--- config.mk ---
export PLATFORM = sky130hd
export DESIGN_NAME = pm_capability
export DESIGN_NICKNAME = d
export VERILOG_FILES = /design/src/core/pm_cap_pkg.sv /design/src/core/rom_load_if.sv /design/src/core/pm_capability.sv /design/src/core/i2c_rom_loader.sv
export SDC_FILE = /design/constraint.sdc
export NUM_CORES = 1
export LEC_CHECK = 0
export BUFFER_PORTS_ARGS = -buffer_cell sky130_fd_sc_hd__buf_2
export CAP_MARGIN = 20
export CELL_PAD_IN_SITES_DETAIL_PLACEMENT = 0
export CELL_PAD_IN_SITES_GLOBAL_PLACEMENT = 1
export CORE_AREA = 2 2 104 106
export CTS_CLUSTER_SIZE = 16
export DETAILED_ROUTE_END_ITERATION = 10
export DIE_AREA = 0 0 106 108
export HOLD_SLACK_MARGIN = 0.02
export PLACE_DENSITY = 0.67
export SETUP_SLACK_MARGIN = 0.15
export SYNTH_ARGS = -nofsm -noshare
export SYNTH_HDL_FRONTEND = slang
export SYNTH_SLANG_ARGS = --single-unit
--- constraint.sdc ---
create_clock -name clk_sys -period 2.05 [get_ports clk_sys]
set_clock_uncertainty 0.2 [all_clocks]
set_input_delay 0.3075 -clock clk_sys [delete_from_list [all_inputs] [get_ports clk_sys]]
set_output_delay 0.3075 -clock clk_sys [all_outputs]
set_load 0.01 [all_outputs]
--- src/core/pm_cap_pkg.sv ---
/*
 Constants and types of the power management capability block.
 Assumes a 100 MHz clk_sys and a byte-addressed config window.
*/
package pm_cap_pkg;
  localparam int CLK_PERIOD_NS = 10;
  localparam int I2C_BIT_TIME_NS = 10000;
  // Least quarter-bit time, rounded up
  localparam int I2C_QUARTER_CYC =
    (I2C_BIT_TIME_NS / 4 + CLK_PERIOD_NS - 1) / CLK_PERIOD_NS;
  localparam logic [5:0] CAP_DWORD_IDX = 6'h10;
  localparam logic [5:0] CTRL_DWORD_IDX = 6'h11;
  localparam logic [7:0] CAP_ID = 8'h01;
  localparam logic [7:0] NEXT_PTR = 8'h00;
  localparam int PMC_SHIFT = 16;
  localparam logic [2:0] VERSION_VAL = 3'h2;
  localparam int VERSION_LSB = 0;
  localparam int WAKE_CLK_BIT = 3;
  localparam int DSI_BIT = 5;
  localparam int AUX_LSB = 6;
  localparam int ONE_SUP_BIT = 9;
  localparam int TWO_SUP_BIT = 10;
  localparam int WAKE_STATES_LSB = 11;
  localparam int COLD_BIT = 15;
  localparam logic [3:0] WAKE_STATES_VAL = 4'hf;
  localparam logic [2:0] AUX_RESET = 3'h0;
  localparam logic COLD_RESET = 1'b0;
  localparam int PSTATE_LSB = 0;
  localparam int WAKE_EN_BIT = 8;
  localparam int WAKE_FLAG_BIT = 15;
  localparam logic [6:0] ROM_DEV_ADDR = 7'h50;
  localparam int ROM_AUX_LSB = 0;
  localparam int ROM_COLD_BIT = 7;
  typedef enum logic [1:0] {
    PS_D0 = 2'h0,
    PS_D1 = 2'h1,
    PS_D2 = 2'h2,
    PS_D3HOT = 2'h3
  } pstate_type;
endpackage

--- src/core/rom_load_if.sv ---
/*
 Carries the values fetched from the serial ROM to the register bank.
 Assumes both ends share clk_sys.
*/
`timescale 1ns/1ps
interface rom_load_if;
  logic loadDone;
  logic loadStrobe;
  logic [7:0] loadByte;
  modport loader (output loadDone, output loadStrobe, output loadByte);
  modport bank (input loadDone, input loadStrobe, input loadByte);
endinterface

--- src/core/pm_capability.sv ---
/*
 Power management capability and control/status registers of the
 legacy host controller function, reached by configuration cycles.
 Assumes config requests and resume status come from clk_sys logic.
*/
// Overview of operation
// Version field bits 2:0 read 010.
// Wake-clock bit 3 reads zero; wake needs no bus clock.
// Special-initialisation bit 5 reads zero.
// Without cold-state wake support, auxiliary current bits 8:6 read 000.
// With cold-state wake, auxiliary current field encodes supply draw.
// Bits 9 and 10 read one: D1 and D2 supported.
// Bits 14:11 read 1111: wake from D0, D1, D2, D3hot.
// Bit 15 shows cold-state wake support, default zero, overwritable.
// Overwritable fields take writes only while overwrite enable is one.
// With a serial ROM, load those fields before accepting config access; the first access is taken at the edge that stores the ROM byte.
// Power state bits 1:0 report and take the state: D0..D3hot.
// Control bits 14:9 and 7:2 read zero.
// Wake enable bit 8 gates the wake signal; resets to zero.
// With cold-state support, enable and flag survive reset.
// Wake flag bit 15 sets on resume detection, regardless of enable.
// Writing one to the wake flag clears it; zero leaves it.
// Any state other than D0 means global suspend, clock stopped.
// Wake signal active while flag and enable are both one.
`timescale 1ns/1ps
module pm_capability
  import pm_cap_pkg::*;
#(
  parameter int QUARTER = I2C_QUARTER_CYC
) (
  input wire logic clk_sys,
  input wire logic reset_n,
  input wire logic cfgReq,
  input wire logic cfgWrite,
  input wire logic [7:0] cfgAddr,
  input wire logic [3:0] cfgByteEn,
  input wire logic [31:0] cfgWriteData,
  output logic cfgRetry,
  output logic cfgAck,
  output logic [31:0] cfgReadData,
  input wire logic identOverwriteEnable,
  input wire logic resumeSeenFlag,
  output logic wakeSignalOut,
  output logic globalSuspend,
  input wire logic romPresentPin,
  output logic sclOut,
  output logic sclOe,
  input wire logic sdaIn,
  output logic sdaOut,
  output logic sdaOe
);
  typedef struct packed {
    logic [2:0] auxCurrent;
    logic coldWake;
    pstate_type powerState;
    logic wakeEnable;
    logic wakeFlag;
    logic resumePrev;
    logic holdWake;
    logic ack;
    logic [31:0] readData;
    logic wakeOut;
    logic suspend;
  } bank_type;

  rom_load_if rom ();

  i2c_rom_loader #(
    .QUARTER(QUARTER)
  ) u_loader (
    .clk_sys(clk_sys),
    .reset_n(reset_n),
    .romPresentPin(romPresentPin),
    .sdaIn(sdaIn),
    .sclOe(sclOe),
    .sdaOe(sdaOe),
    .rom(rom.loader)
  );

  bank_type s_ff;
  bank_type nxt_s;
  logic taken;
  logic wrCap;
  logic wrCtrl;
  logic rdCap;
  logic rdCtrl;
  logic resumeRise;
  logic flagClear;
  logic [15:0] capWord;
  logic [15:0] ctrlWord;
  logic [2:0] auxShown;

  // Open-drain pins only ever pull low
  assign sclOut = 1'b0;
  assign sdaOut = 1'b0;

  // Config access waits until the ROM load has finished
  assign cfgRetry = cfgReq && !rom.loadDone;
  assign taken = cfgReq && rom.loadDone;
  assign rdCap = taken && cfgAddr[7:2] == CAP_DWORD_IDX;
  assign rdCtrl = taken && cfgAddr[7:2] == CTRL_DWORD_IDX;
  assign wrCap = rdCap && cfgWrite && identOverwriteEnable;
  assign wrCtrl = rdCtrl && cfgWrite;
  assign resumeRise = resumeSeenFlag && !s_ff.resumePrev;
  assign flagClear = wrCtrl && cfgByteEn[1]
    && cfgWriteData[WAKE_FLAG_BIT];

  // Aux current field is meaningful only with cold-state wake
  assign auxShown = s_ff.coldWake ? s_ff.auxCurrent : 3'h0;

  always_comb begin
    capWord = '0;
    capWord[VERSION_LSB +: 3] = VERSION_VAL;
    capWord[WAKE_CLK_BIT] = 1'b0;
    capWord[DSI_BIT] = 1'b0;
    capWord[AUX_LSB +: 3] = auxShown;
    capWord[ONE_SUP_BIT] = 1'b1;
    capWord[TWO_SUP_BIT] = 1'b1;
    capWord[WAKE_STATES_LSB +: 4] = WAKE_STATES_VAL;
    capWord[COLD_BIT] = s_ff.coldWake;
  end

  always_comb begin
    ctrlWord = '0;
    ctrlWord[PSTATE_LSB +: 2] = s_ff.powerState;
    ctrlWord[WAKE_EN_BIT] = s_ff.wakeEnable;
    ctrlWord[WAKE_FLAG_BIT] = s_ff.wakeFlag;
  end

  always_comb begin
    nxt_s = s_ff;
    nxt_s.ack = taken;
    nxt_s.resumePrev = resumeSeenFlag;
    nxt_s.holdWake = 1'b0;
    if (rdCap) begin
      nxt_s.readData = {capWord, NEXT_PTR, CAP_ID};
    end else if (rdCtrl) begin
      nxt_s.readData = {16'h0000, ctrlWord};
    end else if (taken) begin
      nxt_s.readData = 32'h0000_0000;
    end
    // Serial ROM contents replace the overwritable defaults
    if (rom.loadStrobe) begin
      nxt_s.auxCurrent = rom.loadByte[ROM_AUX_LSB +: 3];
      nxt_s.coldWake = rom.loadByte[ROM_COLD_BIT];
    end
    if (wrCap && cfgByteEn[2]) begin
      nxt_s.auxCurrent[1:0] =
        cfgWriteData[PMC_SHIFT + AUX_LSB +: 2];
    end
    if (wrCap && cfgByteEn[3]) begin
      nxt_s.auxCurrent[2] =
        cfgWriteData[PMC_SHIFT + AUX_LSB + 2];
      nxt_s.coldWake = cfgWriteData[PMC_SHIFT + COLD_BIT];
    end
    if (wrCtrl && cfgByteEn[0]) begin
      nxt_s.powerState =
        pstate_type'(cfgWriteData[PSTATE_LSB +: 2]);
    end
    if (wrCtrl && cfgByteEn[1]) begin
      nxt_s.wakeEnable = cfgWriteData[WAKE_EN_BIT];
    end
    // A resume edge in the clearing cycle keeps the flag set
    if (resumeRise) begin
      nxt_s.wakeFlag = 1'b1;
    end else if (flagClear) begin
      nxt_s.wakeFlag = 1'b0;
    end
    nxt_s.wakeOut = nxt_s.wakeFlag && nxt_s.wakeEnable;
    nxt_s.suspend = nxt_s.powerState != PS_D0;
    if (!reset_n) begin
      nxt_s = '0;
      nxt_s.auxCurrent = AUX_RESET;
      nxt_s.coldWake = COLD_RESET;
      nxt_s.powerState = PS_D0;
      nxt_s.resumePrev = 1'b1;
      // Cold-wake choice is remembered for the whole reset, not its first edge
      nxt_s.holdWake = s_ff.coldWake || s_ff.holdWake;
      // Wake bits are kept across reset when cold-state wake is on
      if (s_ff.coldWake || s_ff.holdWake) begin
        nxt_s.wakeEnable = s_ff.wakeEnable;
        nxt_s.wakeFlag = s_ff.wakeFlag;
        nxt_s.wakeOut = s_ff.wakeOut;
      end
    end
  end

  always_ff @(posedge clk_sys) begin
    s_ff <= nxt_s;
  end

  assign cfgAck = s_ff.ack;
  assign cfgReadData = s_ff.readData;
  assign wakeSignalOut = s_ff.wakeOut;
  assign globalSuspend = s_ff.suspend;

  a_fixed_caps: assert property (
    @(posedge clk_sys) disable iff (!reset_n)
    cfgAck && $past(rdCap) |->
      cfgReadData[PMC_SHIFT +: 6] == 6'h02
      && cfgReadData[PMC_SHIFT + 9 +: 6] == 6'h3f)
    else $error("fixed capability bits wrong");

  a_aux_zero: assert property (
    @(posedge clk_sys) disable iff (!reset_n)
    cfgAck && $past(rdCap) && !cfgReadData[PMC_SHIFT + COLD_BIT] |->
      cfgReadData[PMC_SHIFT + AUX_LSB +: 3] == 3'h0)
    else $error("aux current not zero without cold wake");

  a_overwrite_lock: assert property (
    @(posedge clk_sys) disable iff (!reset_n)
    rdCap && cfgWrite && !identOverwriteEnable && !rom.loadStrobe
      |=> $stable(s_ff.coldWake) && $stable(s_ff.auxCurrent))
    else $error("locked capability field changed");

  a_load_first: assert property (
    @(posedge clk_sys) disable iff (!reset_n)
    !rom.loadDone |=> !cfgAck)
    else $error("config answered before ROM load");

  a_ctrl_zero: assert property (
    @(posedge clk_sys) disable iff (!reset_n)
    cfgAck && $past(rdCtrl) |->
      cfgReadData[14:9] == 6'h00 && cfgReadData[7:2] == 6'h00)
    else $error("control reserved bits not zero");

  a_pstate_write: assert property (
    @(posedge clk_sys) disable iff (!reset_n)
    wrCtrl && cfgByteEn[0] |=>
      s_ff.powerState == $past(cfgWriteData[1:0])
      && globalSuspend == ($past(cfgWriteData[1:0]) != 2'h0))
    else $error("power state write not applied");

  a_flag_set: assert property (
    @(posedge clk_sys) disable iff (!reset_n)
    resumeSeenFlag && !s_ff.resumePrev |=> s_ff.wakeFlag)
    else $error("resume did not set wake flag");

  a_flag_clear: assert property (
    @(posedge clk_sys) disable iff (!reset_n)
    flagClear && !resumeRise |=> !s_ff.wakeFlag)
    else $error("write one did not clear wake flag");

  a_flag_zero_write: assert property (
    @(posedge clk_sys) disable iff (!reset_n)
    wrCtrl && !cfgWriteData[WAKE_FLAG_BIT] && s_ff.wakeFlag
      |=> s_ff.wakeFlag)
    else $error("write zero cleared wake flag");

  a_wake_gate: assert property (
    @(posedge clk_sys) disable iff (!reset_n)
    wakeSignalOut == (s_ff.wakeFlag && s_ff.wakeEnable))
    else $error("wake output does not follow flag and enable");

  a_sticky_reset: assert property (
    @(posedge clk_sys)
    !reset_n && (s_ff.coldWake || s_ff.holdWake)
      |=> $stable(s_ff.wakeFlag) && $stable(s_ff.wakeEnable))
    else $error("sticky wake bits lost in reset");

  a_reset_clears_wake: assert property (
    @(posedge clk_sys)
    !reset_n && !s_ff.coldWake && !s_ff.holdWake
      |=> !s_ff.wakeEnable && !s_ff.wakeFlag && !wakeSignalOut)
    else $error("wake bits kept in reset without cold wake");

  a_reset_values: assert property (
    @(posedge clk_sys)
    !reset_n |=> !cfgAck && !globalSuspend && s_ff.powerState == PS_D0
      && cfgReadData == 32'h0000_0000)
    else $error("reset values wrong");

  // Handshake of the configuration port and the serial ROM load
  a_ack_given: assert property (
    @(posedge clk_sys) disable iff (!reset_n)
    taken |=> cfgAck)
    else $error("taken request not acknowledged");

  a_ack_idle: assert property (
    @(posedge clk_sys) disable iff (!reset_n)
    !taken |=> !cfgAck)
    else $error("acknowledge without a taken request");

  a_retry_wait: assert property (
    @(posedge clk_sys) disable iff (!reset_n)
    cfgReq && !rom.loadDone |-> cfgRetry && !taken)
    else $error("request not retried during ROM load");

  a_pins_released: assert property (
    @(posedge clk_sys) disable iff (!reset_n)
    rom.loadDone |-> !sclOe && !sdaOe)
    else $error("serial ROM lines held after load");

  a_rom_applied: assert property (
    @(posedge clk_sys) disable iff (!reset_n)
    rom.loadStrobe && !wrCap |=>
      s_ff.coldWake == $past(rom.loadByte[ROM_COLD_BIT])
      && s_ff.auxCurrent == $past(rom.loadByte[ROM_AUX_LSB +: 3]))
    else $error("ROM byte not applied");

  // Read data of both dwords and of unmapped addresses
  a_cap_header: assert property (
    @(posedge clk_sys) disable iff (!reset_n)
    cfgAck && $past(rdCap) |-> cfgReadData[15:0] == {NEXT_PTR, CAP_ID})
    else $error("capability header wrong");

  a_ctrl_read: assert property (
    @(posedge clk_sys) disable iff (!reset_n)
    cfgAck && $past(rdCtrl) |->
      cfgReadData == {16'h0000, $past(ctrlWord)})
    else $error("control read data wrong");

  a_unmapped_zero: assert property (
    @(posedge clk_sys) disable iff (!reset_n)
    cfgAck && $past(!rdCap && !rdCtrl) |-> cfgReadData == 32'h0000_0000)
    else $error("unmapped read not zero");

  // Register updates and their absence
  a_cap_unlocked: assert property (
    @(posedge clk_sys) disable iff (!reset_n)
    wrCap && cfgByteEn[3] |=>
      s_ff.coldWake == $past(cfgWriteData[PMC_SHIFT + COLD_BIT]))
    else $error("unlocked capability write lost");

  a_enable_write: assert property (
    @(posedge clk_sys) disable iff (!reset_n)
    wrCtrl && cfgByteEn[1] |=>
      s_ff.wakeEnable == $past(cfgWriteData[WAKE_EN_BIT]))
    else $error("wake enable write not applied");

  a_state_hold: assert property (
    @(posedge clk_sys) disable iff (!reset_n)
    !(wrCtrl && cfgByteEn[0]) |=> $stable(s_ff.powerState))
    else $error("power state changed without a write");

  a_read_no_change: assert property (
    @(posedge clk_sys) disable iff (!reset_n)
    taken && !cfgWrite |=> $stable(s_ff.powerState) && $stable(s_ff.wakeEnable))
    else $error("read changed control state");

  a_flag_hold: assert property (
    @(posedge clk_sys) disable iff (!reset_n)
    !resumeRise && !flagClear |=> $stable(s_ff.wakeFlag))
    else $error("wake flag changed without cause");

endmodule

--- src/core/i2c_rom_loader.sv ---
/*
 Serial ROM loader: one current-address read of one byte over I2C.
 Assumes open-drain SCL/SDA with pull-ups; no clock stretching.
*/
`timescale 1ns/1ps
module i2c_rom_loader
  import pm_cap_pkg::*;
#(
  parameter int QUARTER = I2C_QUARTER_CYC
) (
  input wire logic clk_sys,
  input wire logic reset_n,
  input wire logic romPresentPin,
  input wire logic sdaIn,
  output logic sclOe,
  output logic sdaOe,
  rom_load_if.loader rom
);
  typedef enum logic [4:0] {
    ST_STRAP = 5'h01,
    ST_START = 5'h02,
    ST_BITS = 5'h04,
    ST_STOP = 5'h08,
    ST_DONE = 5'h10
  } ld_state_type;
  typedef struct packed {
    ld_state_type st;
    logic [8:0] qCnt;
    logic [1:0] phase;
    logic [4:0] slot;
    logic [7:0] shift;
    logic abort;
    logic romMeta;
    logic romSync;
    logic sdaMeta;
    logic sdaSync;
    logic sclOe;
    logic sdaOe;
    logic done;
    logic strobe;
  } ld_type;
  localparam logic [7:0] ADDR_RD = {ROM_DEV_ADDR, 1'b1};
  ld_type s_ff;
  ld_type nxt_s;
  logic tick;
  logic [7:0] addrBits;
  always_comb begin
    nxt_s = s_ff;
    nxt_s.strobe = 1'b0;
    nxt_s.romMeta = romPresentPin;
    nxt_s.romSync = s_ff.romMeta;
    nxt_s.sdaMeta = sdaIn;
    nxt_s.sdaSync = s_ff.sdaMeta;
    tick = s_ff.qCnt == 9'(QUARTER - 1);
    nxt_s.qCnt = tick ? 9'h000 : 9'(s_ff.qCnt + 9'h001);
    addrBits = ADDR_RD << s_ff.slot[2:0];
    if (tick && s_ff.st != ST_DONE) begin
      nxt_s.phase = 2'(s_ff.phase + 2'h1);
      case (s_ff.st)
        ST_STRAP: begin
          nxt_s.phase = 2'h0;
          nxt_s.st = s_ff.romSync ? ST_START : ST_DONE;
          nxt_s.done = !s_ff.romSync;
        end
        ST_START: begin
          if (s_ff.phase == 2'h1) nxt_s.sdaOe = 1'b1;
          if (s_ff.phase == 2'h2) nxt_s.sclOe = 1'b1;
          if (s_ff.phase == 2'h3) nxt_s.st = ST_BITS;
        end
        ST_BITS: begin
          case (s_ff.phase)
            2'h0: nxt_s.sdaOe = (s_ff.slot < 5'h08) && !addrBits[7];
            2'h1: nxt_s.sclOe = 1'b0;
            2'h2: begin
              if (s_ff.slot == 5'h08) nxt_s.abort = s_ff.sdaSync;
              if (s_ff.slot > 5'h08 && s_ff.slot < 5'h11)
                nxt_s.shift = {s_ff.shift[6:0], s_ff.sdaSync};
            end
            default: begin
              nxt_s.sclOe = 1'b1;
              nxt_s.slot = 5'(s_ff.slot + 5'h01);
              if (s_ff.slot == 5'h11 || (s_ff.slot == 5'h08 && s_ff.abort))
                nxt_s.st = ST_STOP;
            end
          endcase
        end
        ST_STOP: begin
          if (s_ff.phase == 2'h0) nxt_s.sdaOe = 1'b1;
          if (s_ff.phase == 2'h1) nxt_s.sclOe = 1'b0;
          if (s_ff.phase == 2'h2) nxt_s.sdaOe = 1'b0;
          if (s_ff.phase == 2'h3) begin
            nxt_s.st = ST_DONE;
            nxt_s.done = 1'b1;
            nxt_s.strobe = !s_ff.abort;
          end
        end
        default: nxt_s.st = ST_DONE;
      endcase
    end
    if (!reset_n) begin
      nxt_s = '0;
      nxt_s.st = ST_STRAP;
    end
  end
  always_ff @(posedge clk_sys) begin
    s_ff <= nxt_s;
  end
  assign sclOe = s_ff.sclOe;
  assign sdaOe = s_ff.sdaOe;
  assign rom.loadDone = s_ff.done;
  assign rom.loadStrobe = s_ff.strobe;
  assign rom.loadByte = s_ff.shift;
endmodule

Yosys cells after proc, flatten, opt, wreduce, memory -nomap -nowiden
Cells that the tools add are included.
W data, S select, Z words.
Storage, ports and cells
  register bits: 66
  input port bits: 52
  output and inout port bits: 40
  logic and storage cells: 137
Cells by class
  add/sub/neg operators: 3
  magnitude comparators: 3
  eq/ne operators: 24
  shift-type cells: 1
  mux-type cells: 32
  bitwise operators: 2
  reductions and logical operators: 45
Operators by type and width (number)
  $mux W32: 3
  $mux W39: 1
  $mux W5: 5
  $pmux W5 S4: 1
  $logic_and A1 B1 Y1: 18
  $reduce_and A5 Y1: 3
  $ne A2 B1 Y1 const B: 7
  $eq A6 B5 Y1 const B: 2
  $mux W1: 12
  $reduce_and A4 Y1: 3
  $eq A5 B4 Y1 const B: 2
  $mux W2: 5
  $reduce_bool A2 Y1: 5
  $add A9 B1 Y9 const B: 1
  $eq A9 B8 Y1 const B: 1
  $shl A8 B3 Y8 const A: 1
  $ne A2 B2 Y1 const B: 3
  $pmux W2 S3: 1
  $reduce_and A3 Y1: 2
  $reduce_bool A3 Y1: 2
  $reduce_or A2 Y1: 3
  $add A5 B1 Y5 const B: 1
  $eq A5 B1 Y1 const B: 1
  $eq A5 B2 Y1 const B: 1
  18 further kinds: 26

Depth between registers and ports, before layout
  depth in word-level cells: 9
  depth in mapped cells: 8
  depth with buffers taken out: 7

Modules after synthesis
From an unflattened synthesis, not the netlist that was laid out.
Second synthesis, totals
  cells, all modules: 366
  area total of the unflattened synthesis: 3314.4 µm²
Modules (own cells, without submodules)
  i2c_rom_loader: times used 1, cells each 222, area each 2024.4 µm², seq. area each 760.7 µm²
  pm_capability: times used 1, cells each 144, area each 1290.0 µm², seq. area each 470.5 µm²

Worst setup path after synthesis
No wires, ideal clock.
  path type: register to register
  start point: reg u_loader.s_ff[24] (netlist bit)
  end point: reg u_loader.s_ff[22] (netlist bit)
  data arrival time: 1.674 ns
  slack: 0.106 ns
  stages on the path, launching flop included: 7
  cells stage by stage: dfxtp_1 ha_1 nand2_1 nor4_4 nand2_1 or3_1 a21oi_1
Between the ends
  word-level cells in the longest chain between the ends: 2
Ends and longest elaborated chain
  start, declared: line i2c_rom_loader.sv:43  | ld_type s_ff;
  start signal, assigned: line i2c_rom_loader.sv:106  | s_ff <= nxt_s;
  $eq A9 B8 Y1: line i2c_rom_loader.sv:54  | tick = s_ff.qCnt == 9'(QUARTER - 1);
  $logic_and A1 B1 Y1: line i2c_rom_loader.sv:57  | if (tick && s_ff.st != ST_DONE) begin
No other way between the ends.
A chain may end at the register's enable or synchronous reset.

Final worst setup path
  start point: reg u_loader.s_ff[25] (netlist bit)
  end point: reg u_loader.s_ff[20] (netlist bit)
Between the ends
  word-level cells in the longest chain between the ends: 3
Ends and longest elaborated chain (line)
  $eq A9 B8 Y1: i2c_rom_loader.sv:54
  $logic_and A1 B1 Y1: i2c_rom_loader.sv:57
  $reduce_and A3 Y1 (no line)
No other way between the ends.

==> flow_metrics.py <==
metrics = {
    "final_layout": {
        "layout_common_cells": "dfxtp_1 (48), buf_2 (47), nor2_1 (39), nand2_1 (27), buf_4 (20)",
        "diodes": 0,
        "nets": 461,
        "drive_above_1_share_pct": 29.2,
        "final_common_cell": "dfxtp_1",
        "area_delta_synth_final_pct": 25.1,
    },
    "global_routing": {
        "grt_pass1_vias": 2351,
        "grt_pass1_wl_um": 10900,
        "grt_usage_pct": 12.0,
        "grt_max_degree": 31,
        "grt_overflow": 0,
        "antenna_found_initial": 0,
    },
    "setup_path": {
        "timing.rr.start": "u_loader.s_ff[25]",
        "crit_start": "u_loader.s_ff[25]",
        "arrival_ns": 1.95,
        "r2r_cells": 8,
        "worstSetupStartpointType": "flop",
        "crit_end": "u_loader.s_ff[20]",
        "r2r-end": "u_loader.s_ff[20]",
        "cp_max_fo": 5,
        "cp.required_ns": 2.12,
        "cp-end-kind": "flop",
        "r2r_slack_ns": 0.17,
        "path_class": "reg2reg",
    },
    "logic_synthesis": {
        "synth_top_area_share_pct": 38.0,
        "synth_edf_count": 3,
        "synth_seq_cells": 60,
        "synthArstFlopShare_pct": 0,
        "avgSynthCellArea_um2": 8.73,
        "synth-main-ff-cell": "dfxtp_1",
        "yosysWarnings": 0,
        "syn-cell-area_um2": 3000,
        "yosysTopAreaCell": "dfxtp_1",
        "syn_inst": 344,
        "synth_seq_area_share_pct": 41.0,
        "ys_types": 47,
        "netlist_top_cells_area": "dfxtp_1 (38%), buf_4 (8.8%), nor2_1 (4.9%)",
    },
    "drt": {
        "ant_nets": 0,
        "drt-initial-drc-count": 84,
        "wl_per_cell_um": 12.0,
        "drt-pass1-iter-count": 5,
        "vias_per_cell": 4.56,
        "routed-via-count": 2462,
        "drc": 0,
        "wl_um": 6460,
    },
    "sta": {
        "final_hold_viol_count": 0,
        "setup_tns_ns": 0,
        "period_share_pct": 91.5,
        "rsz0062_at_grt": "yes",
        "fin_crit_ns": 1.88,
        "setup_viol_count_final": 0,
        "clock.fmax_mhz": 533,
        "drv_slew": 0,
    },
    "floorplan": {
        "pin_count": 92,
        "fp.coreArea_um2": 10200,
        "die_area_um2": 11400,
        "row_count": 37,
        "die_w_um": 106,
        "start_util_pct": 29.3,
        "die_height_um": 108,
    },
    "place": {
        "portBuffers": 46,
        "gp_congestion": 0.782,
        "dpl.hpwl_um": 4550,
    },
    "power_and_ir_drop": {
        "p_per_area_nw_per_um2": 706,
        "power_mw": 2.65,
        "irDropWorstVdd_mv": 0.354,
        "p_leak_nw": 1.56,
    },
    "clock_network": {
        "cts_buffers": 9,
        "clock_latency_ns": 0.34,
        "cts_buffer_depth": 2,
        "htreeDepth": 3,
        "cts.clk_slew.worst_paths_ns": 0.07,
        "cts_sinks": 60,
        "cts_root_buf": "clkbuf_8",
        "cts_tree": "done",
    },
    "run": {
        "maxCapViolations": 0,
    },
    "worst_hold_path": {
        "hp-class": "in2reg",
    },
    "status": {
        "status": "complete, no violations",
    },
}
-- cell families after synthesis --
logic type,count (synthesis),share of synthesized area (%)
adders and majority gates,10,4.17
xor gates and xnor gates,9,2.63
DFF,60,41.0
muxes,12,4.00
AOI/OAI and AO/OA,56,12.7
and+or+nand+nor,135,23.2
buffers and inverters,61,12.2
other,1,0.125
-- final cells by class --
class / count / area [um^2]
well taps: 136 / 170
inverters: 13 / 48.8
clock buffers: 12 / 155
multi-input cells: 241 / 1560
flip-flops and latches: 60 / 1240
clock inverters: 4 / 95.1
repair buffers: 74 / 478
fillers: 1057 / 6470
-- worst min-delay path by stage --
stage / from / to / slack [ns] / cells after the start
2_1_floorplan: resumeSeenFlag / s_ff[36] / 0.20 / 2
6_report: cfgWriteData[1] / ctrlWord[1] / 0.04 / 3
5_1_grt: cfgWriteData[1] / ctrlWord[1] / 0.04 / 3
3_3_place_gp: u_loader.s_ff[7] / u_loader.s_ff[6] / 0.22 / 1
4_1_cts: cfgWriteData[1] / ctrlWord[1] / 0.02 / 3
3_5_place_dp: u_loader.s_ff[5] / u_loader.s_ff[4] / 0.23 / 1
-- sequential cells by signal, indices dropped and copies added (netlist names) --
signal,count
u_loader.s_ff,26
globalSuspend,1
u_loader.sclOe,1
s_ff,5
ctrlWord,4
wakeSignalOut,1
u_loader.rom.loadDone,1
capWord,1
u_loader.rom.loadByte,8
cfgReadData,9
u_loader.sdaOe,1
u_loader.rom.loadStrobe,1
cfgAck,1
-- where the power goes --
group | internal [mW] | switching, mW
Combinational | 0.0491 | 0.0682
Sequential | 1.19 | 0.00842
Clock | 0.873 | 0.467
Total | 2.11 | 0.544
-- cells in the mapped netlist (2+ instances only) --
cell type  count
dfxtp_1       57
nor2_1        39
buf_4         35
nand2_1       29
nand3_1       20
o21ai_0       17
inv_1         12
mux2i_1       12
a21oi_1       10
ha_1          10
clkbuf_1       7
nand4_1        7
nor3_1         7
and2_1         6
xnor2_1        6
a211oi_1       5
nand2b_1       5
a22oi_1        4
buf_2          4
nor2b_1        4
a32oi_1        3
and3_1         3
edfxtp_1       3
nor4_1         3
or3_1          3
xor2_1         3
a41o_1         2
buf_1          2
nand4b_1       2
nor3b_1        2
nor4_4         2
o211ai_1       2
o21bai_1       2
o221a_2        2
o32ai_1        2
-- through the flow --
stage          hold WS, ns  utilization (%)  cells  instance area (um^2)  setup slack (ns)
6_report            0.0403             36.7    540                  3760             0.173
5_1_grt             0.0359             36.7    540                  3760            0.0435
4_1_cts             0.0226             36.0    539                  3680             0.152
3_5_place_dp         0.227             32.6    513                  3330            0.0672
3_3_place_gp         0.223             32.6    513                  3330             0.131
2_1_floorplan        0.205                -    362                  3110             0.124
-- metal layers --
layer	up-vias	track usage, %	part of all wire, %
li1	1256	-	-
met1	1120	14.4	48
met2	74	19.6	44
met3	12	4.40	6.0
met4	0	4.51	2.0
met5	-	0	0
-- worst max-delay path, cell delays in order, from the launching register on --
cell and delay (ns):
dfxtp_2 0.32, inv_2 0.05, ha_4 0.12, nand2_4 0.05, nor4_4 0.24, buf_6 0.17, nand4_1 0.16, or3_1 0.36
a21oi_1 0.14
-- repair_timing --
action	CTS	global route
setup endpoints to repair	14	24
cloned	1	0
hold endpoints to repair	3	0
gates resized for setup	8	16
pin swaps	4	3
hold buffers	3	0
buffers inserted	6	1
Power figures use the tool's default switching activity.
